==> src/common/dtc_pkg.sv <==
// dual timer/event counter: register map, field layout, reset values, modes
// assumes byte-wide register port with byte addresses equal to data locations
package dtc_pkg;

  localparam logic [7:0] ADR_T0_DATA = 8'h0D;
  localparam logic [7:0] ADR_T0_CTRL = 8'h0E;
  localparam logic [7:0] ADR_T1_HIGH = 8'h0F;
  localparam logic [7:0] ADR_T1_LOW  = 8'h10;
  localparam logic [7:0] ADR_T1_CTRL = 8'h11;

  localparam int PSC_LSB  = 0;
  localparam int PSC_MSB  = 2;
  localparam int EDGE_BIT = 3;
  localparam int RUN_BIT  = 4;
  localparam int MODE_LSB = 6;
  localparam int MODE_MSB = 7;

  localparam logic [7:0]  CTRL_RST   = 8'h08;
  localparam logic [7:0]  T0_CNT_RST = 8'h00;
  localparam logic [15:0] T1_CNT_RST = 16'h0000;
  localparam logic [7:0]  LBUF_RST   = 8'h00;

  // prescaler code n divides by 2^(n+1); code 1 gives the fixed /4 of counter 1
  localparam logic [2:0] T1_SYS_DIV_SEL = 3'h1;

  typedef enum logic [1:0] {
    MODE_OFF   = 2'h0,
    MODE_EVENT = 2'h1,
    MODE_TIMER = 2'h2,
    MODE_PULSE = 2'h3
  } dtc_mode_t;

  typedef enum logic {
    PW_IDLE = 1'b0,
    PW_MEAS = 1'b1
  } dtc_pw_t;

  function automatic logic dtc_advance(dtc_mode_t m, logic act, logic itick, logic meas);
    case (m)
      MODE_EVENT: dtc_advance = act;
      MODE_TIMER: dtc_advance = itick;
      MODE_PULSE: dtc_advance = itick && meas;
      default:    dtc_advance = 1'b0;
    endcase
  endfunction

endpackage

==> src/common/dtc_pin_if.sv <==
// dual timer/event counter: synchronised pin level and its edge pulses
// assumes producer and consumer share one clock
`timescale 1ns/1ns
`default_nettype none
interface dtc_pin_if;
  logic level;
  logic rise;
  logic fall;
  modport src (output level, output rise, output fall);
  modport dst (input level, input rise, input fall);
endinterface
`default_nettype wire

==> src/hdl/dtc_edge_sync.sv <==
// dual timer/event counter: two-flop synchroniser with edge detection
// assumes pin is asynchronous to clk
`timescale 1ns/1ns
`default_nettype none
module dtc_edge_sync (
  input  wire logic  clk,
  input  wire logic  rst,
  input  wire logic  pin,
  dtc_pin_if.src     sync_o
);
  logic s1_ff;
  logic s2_ff;
  logic s3_ff;

  always_ff @(posedge clk) begin
    if (rst) begin
      s1_ff <= 1'b0;
      s2_ff <= 1'b0;
      s3_ff <= 1'b0;
    end else begin
      s1_ff <= pin;
      s2_ff <= s1_ff;
      s3_ff <= s2_ff;
    end
  end

  assign sync_o.level = s2_ff;
  assign sync_o.rise  = s2_ff && !s3_ff;
  assign sync_o.fall  = !s2_ff && s3_ff;
endmodule
`default_nettype wire

==> src/hdl/dtc_prescaler.sv <==
// dual timer/event counter: binary prescaler, divides a tick stream by 2^(sel+1)
// assumes src_tick is a one-cycle pulse in the clk domain
`timescale 1ns/1ns
`default_nettype none
module dtc_prescaler (
  input  wire logic        clk,
  input  wire logic        rst,
  input  wire logic        src_tick,
  input  wire logic [2:0]  sel,
  output logic             tick
);
  logic [7:0] div_ff;
  logic [8:0] span;
  logic [7:0] mask;

  assign span = (9'h002 << sel) - 9'h001;
  assign mask = span[7:0];
  // free running: a prescale change takes effect without a restart
  assign tick = src_tick && ((div_ff & mask) == mask);

  always_ff @(posedge clk) begin
    if (rst) begin
      div_ff <= 8'h00;
    end else if (src_tick) begin
      div_ff <= div_ff + 8'h01;
    end
  end
endmodule
`default_nettype wire

==> src/hdl/dtc_top.sv <==
// dual timer/event counter: 8-bit counter 0 and 16-bit counter 1 with registers
// assumes a one-cycle register port on CLK; pins and RTC are asynchronous
`timescale 1ns/1ns
`default_nettype none

// What this block does
// - counter 0: 8-bit, pin/sys/RTC clocked
// - counter 1: 16-bit, pin/sys-div-4/RTC clocked
// - build option picks time base; RTC needs oscillator
// - buzzer toggles per counter 0 overflow
// - counter 0 write preload, read live
// - control bits 2:0 set prescale
// - control bit 3 picks pin edge
// - control bit 4 runs counter 0
// - control bits 7:6 select mode
// - counter 1 edge bit 3, run bit 4
// - low write buffered; high write loads both
// - high read latches low into buffer
// - event mode uses pin, others internal
// - overflow reloads preload and raises request
// - pulse mode measures one level, clears run
// - measurement held until run set again
// - pulse mode overflow reloads and requests too
// - hardware never clears run outside pulse mode
// - any overflow is a wake-up event
// - cleared enable blocks overflow interrupt
// - stopped write loads counter as well
// - counter clock blocked during its read
module dtc_top
  import dtc_pkg::*;
#(
  parameter bit OSC_INT_RC_RTC = 1'b0,
  parameter bit C0_USE_RTC     = 1'b0,
  parameter bit C1_USE_RTC     = 1'b0
) (
  input  wire logic        CLK,
  input  wire logic        RST,
  input  wire logic [7:0]  ADDR,
  input  wire logic [7:0]  WDATA,
  input  wire logic        WR,
  input  wire logic        RD,
  output var  logic [7:0]  RDATA,
  input  wire logic        COUNTER0_PIN,
  input  wire logic        COUNTER1_PIN,
  input  wire logic        RTC_OSC,
  input  wire logic        C0_IRQ_ENABLE,
  input  wire logic        C1_IRQ_ENABLE,
  output var  logic        C0_OVERFLOW_FLAG,
  output var  logic        C1_OVERFLOW_FLAG,
  output var  logic        C0_IRQ,
  output var  logic        C1_IRQ,
  output var  logic        WAKEUP,
  output var  logic        BUZZER_FREQ_OUTPUT
);

  // RTC only exists with the internal RC plus RTC oscillator build
  localparam bit C0_RTC = C0_USE_RTC && OSC_INT_RC_RTC;
  localparam bit C1_RTC = C1_USE_RTC && OSC_INT_RC_RTC;

  dtc_pin_if p0 ();
  dtc_pin_if p1 ();
  dtc_pin_if prtc ();

  dtc_edge_sync u_sync0 (
    .clk    (CLK),
    .rst    (RST),
    .pin    (COUNTER0_PIN),
    .sync_o (p0)
  );

  dtc_edge_sync u_sync1 (
    .clk    (CLK),
    .rst    (RST),
    .pin    (COUNTER1_PIN),
    .sync_o (p1)
  );

  dtc_edge_sync u_sync_rtc (
    .clk    (CLK),
    .rst    (RST),
    .pin    (RTC_OSC),
    .sync_o (prtc)
  );

  // counter 0 state
  logic [7:0]  c0_cnt_ff;
  logic [7:0]  c0_pre_ff;
  dtc_mode_t   c0_mode_ff;
  logic        c0_run_ff;
  logic        c0_edge_ff;
  logic [2:0]  c0_psc_ff;
  dtc_pw_t     c0_pw_ff;

  // counter 1 state
  logic [15:0] c1_cnt_ff;
  logic [15:0] c1_pre_ff;
  logic [7:0]  c1_lbuf_ff;
  dtc_mode_t   c1_mode_ff;
  logic        c1_run_ff;
  logic        c1_edge_ff;
  dtc_pw_t     c1_pw_ff;

  logic c0_src;
  logic c0_prescaled_internal_clock;
  logic c1_div4;
  logic c1_prescaled_internal_clock;

  assign c0_src  = C0_RTC ? prtc.rise : 1'b1;

  dtc_prescaler u_psc0 (
    .clk      (CLK),
    .rst      (RST),
    .src_tick (c0_src),
    .sel      (c0_psc_ff),
    .tick     (c0_prescaled_internal_clock)
  );

  dtc_prescaler u_psc1 (
    .clk      (CLK),
    .rst      (RST),
    .src_tick (1'b1),
    .sel      (T1_SYS_DIV_SEL),
    .tick     (c1_div4)
  );

  assign c1_prescaled_internal_clock = C1_RTC ? prtc.rise : c1_div4;

  // register strobes
  logic c0_wr_data;
  logic c0_wr_ctrl;
  logic c0_rd_data;
  logic c1_wr_hi;
  logic c1_wr_lo;
  logic c1_wr_ctrl;
  logic c1_rd_hi;

  assign c0_wr_data = WR && (ADDR == ADR_T0_DATA);
  assign c0_wr_ctrl = WR && (ADDR == ADR_T0_CTRL);
  assign c0_rd_data = RD && (ADDR == ADR_T0_DATA);
  assign c1_wr_hi   = WR && (ADDR == ADR_T1_HIGH);
  assign c1_wr_lo   = WR && (ADDR == ADR_T1_LOW);
  assign c1_wr_ctrl = WR && (ADDR == ADR_T1_CTRL);
  assign c1_rd_hi   = RD && (ADDR == ADR_T1_HIGH);

  // counter 0 advance and overflow
  logic c0_act;
  logic c0_ret;
  logic c0_inc;
  logic c0_ovf;
  logic c0_pw_done;

  assign c0_act = c0_edge_ff ? p0.fall : p0.rise;
  assign c0_ret = c0_edge_ff ? p0.rise : p0.fall;
  // a tick during the read cycle is dropped, so the count can lag
  assign c0_inc = c0_run_ff && !c0_rd_data
                  && dtc_advance(c0_mode_ff, c0_act, c0_prescaled_internal_clock,
                                 c0_pw_ff == PW_MEAS);
  assign c0_ovf = c0_inc && (&c0_cnt_ff);
  assign c0_pw_done = (c0_pw_ff == PW_MEAS) && c0_ret;

  // counter 1 advance and overflow
  logic c1_act;
  logic c1_ret;
  logic c1_inc;
  logic c1_ovf;
  logic c1_pw_done;

  assign c1_act = c1_edge_ff ? p1.fall : p1.rise;
  assign c1_ret = c1_edge_ff ? p1.rise : p1.fall;
  assign c1_inc = c1_run_ff && !c1_rd_hi
                  && dtc_advance(c1_mode_ff, c1_act, c1_prescaled_internal_clock,
                                 c1_pw_ff == PW_MEAS);
  assign c1_ovf = c1_inc && (&c1_cnt_ff);
  assign c1_pw_done = (c1_pw_ff == PW_MEAS) && c1_ret;

  // counter 0 count
  always_ff @(posedge CLK) begin
    if (RST) begin
      c0_cnt_ff <= T0_CNT_RST;
    end else if (c0_ovf) begin
      c0_cnt_ff <= c0_pre_ff;
    end else if (c0_inc) begin
      c0_cnt_ff <= c0_cnt_ff + 8'h01;
    end else if (c0_wr_data && !c0_run_ff) begin
      c0_cnt_ff <= WDATA;
    end
  end

  // counter 0 preload
  always_ff @(posedge CLK) begin
    if (RST) begin
      c0_pre_ff <= T0_CNT_RST;
    end else if (c0_wr_data) begin
      c0_pre_ff <= WDATA;
    end
  end

  // counter 0 control; a software write beats the hardware run clear
  always_ff @(posedge CLK) begin
    if (RST) begin
      c0_mode_ff <= dtc_mode_t'(CTRL_RST[MODE_MSB:MODE_LSB]);
      c0_run_ff  <= CTRL_RST[RUN_BIT];
      c0_edge_ff <= CTRL_RST[EDGE_BIT];
      c0_psc_ff  <= CTRL_RST[PSC_MSB:PSC_LSB];
    end else if (c0_wr_ctrl) begin
      c0_mode_ff <= dtc_mode_t'(WDATA[MODE_MSB:MODE_LSB]);
      c0_run_ff  <= WDATA[RUN_BIT];
      c0_edge_ff <= WDATA[EDGE_BIT];
      c0_psc_ff  <= WDATA[PSC_MSB:PSC_LSB];
    end else if (c0_pw_done && c0_mode_ff == MODE_PULSE) begin
      c0_run_ff  <= 1'b0;
    end
  end

  // counter 0 pulse width state
  always_ff @(posedge CLK) begin
    if (RST) begin
      c0_pw_ff <= PW_IDLE;
    end else if (c0_mode_ff != MODE_PULSE || !c0_run_ff) begin
      c0_pw_ff <= PW_IDLE;
    end else begin
      case (c0_pw_ff)
        PW_IDLE: begin
          if (c0_act) begin
            c0_pw_ff <= PW_MEAS;
          end
        end
        PW_MEAS: begin
          if (c0_ret) begin
            c0_pw_ff <= PW_IDLE;
          end
        end
        default: c0_pw_ff <= PW_IDLE;
      endcase
    end
  end

  // counter 1 count
  always_ff @(posedge CLK) begin
    if (RST) begin
      c1_cnt_ff <= T1_CNT_RST;
    end else if (c1_ovf) begin
      c1_cnt_ff <= c1_pre_ff;
    end else if (c1_inc) begin
      c1_cnt_ff <= c1_cnt_ff + 16'h0001;
    end else if (c1_wr_hi && !c1_run_ff) begin
      c1_cnt_ff <= {WDATA, c1_lbuf_ff};
    end
  end

  // counter 1 preload, loaded whole only by the high byte write
  always_ff @(posedge CLK) begin
    if (RST) begin
      c1_pre_ff <= T1_CNT_RST;
    end else if (c1_wr_hi) begin
      c1_pre_ff <= {WDATA, c1_lbuf_ff};
    end
  end

  // low byte buffer, shared by write and read paths
  always_ff @(posedge CLK) begin
    if (RST) begin
      c1_lbuf_ff <= LBUF_RST;
    end else if (c1_wr_lo) begin
      c1_lbuf_ff <= WDATA;
    end else if (c1_rd_hi) begin
      c1_lbuf_ff <= c1_cnt_ff[7:0];
    end
  end

  // counter 1 control
  always_ff @(posedge CLK) begin
    if (RST) begin
      c1_mode_ff <= dtc_mode_t'(CTRL_RST[MODE_MSB:MODE_LSB]);
      c1_run_ff  <= CTRL_RST[RUN_BIT];
      c1_edge_ff <= CTRL_RST[EDGE_BIT];
    end else if (c1_wr_ctrl) begin
      c1_mode_ff <= dtc_mode_t'(WDATA[MODE_MSB:MODE_LSB]);
      c1_run_ff  <= WDATA[RUN_BIT];
      c1_edge_ff <= WDATA[EDGE_BIT];
    end else if (c1_pw_done && c1_mode_ff == MODE_PULSE) begin
      c1_run_ff  <= 1'b0;
    end
  end

  // counter 1 pulse width state
  always_ff @(posedge CLK) begin
    if (RST) begin
      c1_pw_ff <= PW_IDLE;
    end else if (c1_mode_ff != MODE_PULSE || !c1_run_ff) begin
      c1_pw_ff <= PW_IDLE;
    end else begin
      case (c1_pw_ff)
        PW_IDLE: begin
          if (c1_act) begin
            c1_pw_ff <= PW_MEAS;
          end
        end
        PW_MEAS: begin
          if (c1_ret) begin
            c1_pw_ff <= PW_IDLE;
          end
        end
        default: c1_pw_ff <= PW_IDLE;
      endcase
    end
  end

  // read data, valid only in the cycle after the strobe
  always_ff @(posedge CLK) begin
    if (RST) begin
      RDATA <= 8'h00;
    end else if (RD) begin
      case (ADDR)
        ADR_T0_DATA: RDATA <= c0_cnt_ff;
        ADR_T0_CTRL: RDATA <= {c0_mode_ff, 1'b0, c0_run_ff,
                               c0_edge_ff, c0_psc_ff};
        ADR_T1_HIGH: RDATA <= c1_cnt_ff[15:8];
        ADR_T1_LOW:  RDATA <= c1_lbuf_ff;
        ADR_T1_CTRL: RDATA <= {c1_mode_ff, 1'b0, c1_run_ff,
                               c1_edge_ff, 3'h0};
        default:     RDATA <= 8'h00;
      endcase
    end else begin
      RDATA <= 8'h00;
    end
  end

  // overflow requests towards the interrupt controller
  always_ff @(posedge CLK) begin
    if (RST) begin
      C0_OVERFLOW_FLAG <= 1'b0;
      C1_OVERFLOW_FLAG <= 1'b0;
      C0_IRQ           <= 1'b0;
      C1_IRQ           <= 1'b0;
    end else begin
      C0_OVERFLOW_FLAG <= c0_ovf;
      C1_OVERFLOW_FLAG <= c1_ovf;
      C0_IRQ           <= c0_ovf && C0_IRQ_ENABLE;
      C1_IRQ           <= c1_ovf && C1_IRQ_ENABLE;
    end
  end

  // wake-up ignores the enables: halt release is independent of service
  always_ff @(posedge CLK) begin
    if (RST) begin
      WAKEUP <= 1'b0;
    end else begin
      WAKEUP <= c0_ovf || c1_ovf;
    end
  end

  // one toggle per overflow gives half the overflow rate
  always_ff @(posedge CLK) begin
    if (RST) begin
      BUZZER_FREQ_OUTPUT <= 1'b0;
    end else if (c0_ovf) begin
      BUZZER_FREQ_OUTPUT <= !BUZZER_FREQ_OUTPUT;
    end
  end

endmodule
`default_nettype wire

==> config.mk <==
export PLATFORM = sky130hd
export DESIGN_NAME = dtc_top
export DESIGN_NICKNAME = d
export VERILOG_FILES = /design/src/common/dtc_pkg.sv /design/src/common/dtc_pin_if.sv /design/src/hdl/dtc_edge_sync.sv /design/src/hdl/dtc_prescaler.sv /design/src/hdl/dtc_top.sv
export SDC_FILE = /design/constraint.sdc
export NUM_CORES = 1
export LEC_CHECK = 0
export BUFFER_PORTS_ARGS = -buffer_cell sky130_fd_sc_hd__buf_2
export CAP_MARGIN = 20
export CORE_UTILIZATION = 58
export DETAILED_ROUTE_END_ITERATION = 8
export PLACE_DENSITY_LB_ADDON = 0.08
export SLEW_MARGIN = 20
export SYNTH_ARGS = -nofsm -noshare
export SYNTH_HDL_FRONTEND = slang
export SYNTH_SLANG_ARGS = --single-unit
==> constraint.sdc <==
create_clock -name CLK -period 3.16 [get_ports CLK]
set_input_delay 0 -clock CLK [delete_from_list [all_inputs] [get_ports CLK]]
set_output_delay 0 -clock CLK [all_outputs]
set_load 0.02 [all_outputs]
==> flow_results.org <==
** Clock tree
- Htree depth :: 3
- Num Clock Sinks :: 99
- CTS tree :: built
- Post-cts gate resize count :: 0
- CTS clk-pin slew, worst paths :: around 0.10 ns
- CTS Hold Buffers Added :: 13
- Clock Tree Root :: clkbuf_8
- Number of clock buffers inserted by TritonCTS :: 9
- Maximum clock insertion buffer count :: 2
- Clk_lat worst skew :: 0.37 ns
- Post-CTS setup buffer count :: 0

** Drt
- Summing over every cut layer, the via total after detailed routing is 4560.
- After detailed routing, the number of remaining DRC violations is 0.
- The first detailed-routing pass ran for 5 iterations.
- Wires add up to 13000 µm.
- The detailed router finished its first iteration with 338 violations.
- In the final routed layout, each cell accounts on average for 17.6 µm.
- Remaining number of nets flagged by the antenna check after routing :: 0
- Dividing the detail-routed via count by the number of cells gives 6.17.

** Run status
- Run status :: finished clean

** Global route
- Global-route wire length before repair :: 20900 µm
- Number of global-route vias before repair :: 4166
- Entering global routing, the biggest net connects 53 pins.
- Total routing resource utilization after global routing :: a little under a third
- The number of antenna violations at the first check in global routing came to 0.
- For this run the aggregate overflow at the end of global routing stands at 0.

** Timing
- In the final timing run, aggregate negative setup slack is 0 ns.
- Number of pins exceeding their max-slew limit in the final report :: 0
- The worst pin sits at a relative slew slack of 36.2%.
- RSZ-0062 raised after global routing :: no
- Slew of the pin with the lowest slew margin :: 0.954 ns
- The tightest hold path in the finished design has a slack of 0.151 ns.
- Derived from the worst setup path, the maximum achievable clock frequency is around 440 MHz.
- Period Utilization, post-route :: between 70 and 80%
- Final setup viols :: 0
- Worst path setup slack after routing :: 0.879 ns
- The final hold violation count was 0.
- Worst clock skew :: about 0.01 ns
- Post-layout minimum cycle time :: 2.28 ns

** Layout
- Commonest non-fill, non-tap cell in the layout :: dfxtp_1
- The final layout contains 659 nets.
- In the layout the commonest cells are dfxtp_1 (99), nand2_1 (95), a21oi_1 (69).
- Summing all non-filler instances in the final layout gives an area of 5370 µm².
- Share of post-route cells with drive strength above 1 :: 11.5%
- Count of non-filler cells in the finished layout :: 739
- Layout-stage area growth over the synthesis result :: 8.76%
- Number of inserted diodes :: 0
- Once layout is complete, the utilization of the core stands at about two thirds.

** Critical path
- The startpoint identified for the worst register-to-register timing path is c1_edge_ff$_SDFFE_PP1P_.
- Worst setup path endpoint :: c1_cnt_ff[7]$_SDFFE_PP0P_
- Start point of the critical path :: c1_edge_ff$_SDFFE_PP1P_
- Register-to-Register Path Depth :: 6
- Along the worst path, the maximum fanout reaches 21.
- Data arrival at the endpoint of the critical path :: 2.53 ns
- The setup check on the worst reg-to-reg path leaves a slack of slightly below 0.9 ns.
- Endpoint type of the worst setup path :: flop
- Endpoint of the most critical register-to-register path :: c1_cnt_ff[7]$_SDFFE_PP0P_
- The setup path with the least slack is of type flop to flop.
- The worst setup path is launched from a flop.
- For the worst setup path, the data required time is ~3.4 ns.

** Yosys
- Count of distinct cell types in the synthesized netlist :: 67
- The Yosys step of the flow raised 0 warnings.
- Of all flip-flops after synthesis, the portion carrying an async set or reset was 0%.
- The number of nets handed over by synthesis was approximately 640.
- Mean post-synth cell area :: 8.14 µm²
- For this run, the register share of the synthesized area comes to about two fifths.
- Yosys mapped a number of flops with a built-in enable equal to 0.
- Number of synthesized register bits :: 99
- Mapped cell area :: 4940 µm²
- For this run, the leading register cell type out of synthesis is dfxtp_1.
- Synthesized instance count :: 607

** Pwr
- Power spread over the standard cell area amounts to 397 nW/µm².
- The analysis attributes to cell leakage a power of roughly 2.0 nW.
- Total power for the finished layout comes to 2.13 mW.
- Maximum vdd ir drop :: 0.266 mV

** Floorplan
- The floorplan step defined a die boundary enclosing ~9000 µm².
- In this run the core area contains 33 standard-cell rows.
- I/O pins :: 39
- Once the floorplan was initialized, standard cells occupied 60.1% of the core.
- Die height :: 94.3 µm
- Floorplan Core Area :: between 8000 and 9000 µm²
- From left edge to right edge, the die measures 94.3 µm.

** Placement
- Setup slack at placement :: 0.912 ns
- Post-detailed-placement half-perimeter wirelength :: 8900 µm
- Routability-driven placement finished with a final weighted congestion of 0.906.
- Area post-placement :: 5060 µm²
- Number of placed cells counting well taps :: around 710
- Quantity of I/O buffers inserted on ports :: 37

** Worst hold path
- In this run the worst hold path is classified as input pin to flop.

** Run
- Across the run, the number of max-cap violations was 0.
## per-layer routing
metal | GRT usage [%] | vias up | wire length, µm
li1 | - | 2207 | -
met1 | 40.1 | 2134 | 5550
met2 | 49.4 | 186 | 6060
met3 | 6.15 | 33 | 1020
met4 | 12.8 | 0 | 376
met5 | 0 | - | 0
## flip-flops by register name, summed over array words and instances, names as in the netlist, 2 cells and up
register and count:
c1_mode_ff 2, c0_mode_ff 2, c1_cnt_ff 16, c0_psc_ff 3
c0_cnt_ff 8, u_psc1.div_ff 2, u_psc0.div_ff 8, RDATA 8
c1_pre_ff 16, c0_pre_ff 8, c1_lbuf_ff 8
## power by group
group | leakage, nW | internal (mW) | total (mW) | switching, mW
Sequential | 0.799 | 1.26 | 1.27 | 0.0100
Combinational | 1.11 | 0.0405 | 0.105 | 0.0648
Clock | 0.0847 | 0.327 | 0.763 | 0.436
## cells by family (layout without fill, tap and decap cells)
group	Yosys count	after routing	share of synthesized area, %
buf+inv	55	82	5.42
mux	22	22	4.68
xor+xnor	14	14	2.48
simple gates	257	257	25.2
fa+ha+maj	5	5	1.22
flops	99	99	40.1
compound gates	155	155	20.8
## layout make-up
class                      instances  area (µm²)
multi-input combinational        453        2690
inverter                          14        52.6
clock buffer                      12         155
sequential                        99        1980
tap                              105         131
timing repair buffer              53         338
clock inverter                     3        23.8
fill                             733        2840
## critical path, cell delays in order, from the launching register on
cell and delay, ns:
dfxtp_1 0.47, or3b_1 0.18, a21oi_2 0.07, o211ai_2 0.77, nand2_1 0.35, o221ai_1 0.26
a21oi_1 0.06
## synthesized netlist by cell type, types with 5 or more instances
cell | n | area [µm²]
mux2_2 | 9 | 101
nor3_1 | 11 | 55.1
nor2_1 | 60 | 225
and4_1 | 5 | 43.8
buf_4 | 5 | 37.5
clkbuf_1 | 19 | 71.3
a22oi_1 | 11 | 82.6
a211oi_1 | 13 | 97.6
a222oi_1 | 5 | 50.1
dfxtp_1 | 99 | 1980
and3_1 | 9 | 56.3
nand4_1 | 10 | 62.6
buf_2 | 8 | 40.0
xor2_1 | 10 | 87.6
nor2b_1 | 11 | 68.8
nand3_1 | 19 | 95.1
o21ai_0 | 7 | 35.0
a21oi_1 | 69 | 345
mux2i_1 | 13 | 130
nand2_1 | 95 | 357
inv_1 | 14 | 52.6
and2_1 | 9 | 56.3
a31oi_1 | 6 | 37.5
## worst min path at each step
stage | start | endpoint | slack (ns) | depth (start not counted)
final | RST | c1_edge_ff$_SDFFE_PP1P_ | 0.15 | 3
after global routing | RST | c1_edge_ff$_SDFFE_PP1P_ | 0.15 | 3
after CTS | RST | c1_edge_ff$_SDFFE_PP1P_ | 0.14 | 3
after detailed placement | C1_IRQ_ENABLE | C1_IRQ$_SDFF_PP0_ | 0.21 | 2
after global placement | C1_IRQ_ENABLE | C1_IRQ$_SDFF_PP0_ | 0.20 | 2
after floorplan | C1_IRQ_ENABLE | C1_IRQ$_SDFF_PP0_ | 0.12 | 1
Power figures use the tool's default switching activity.
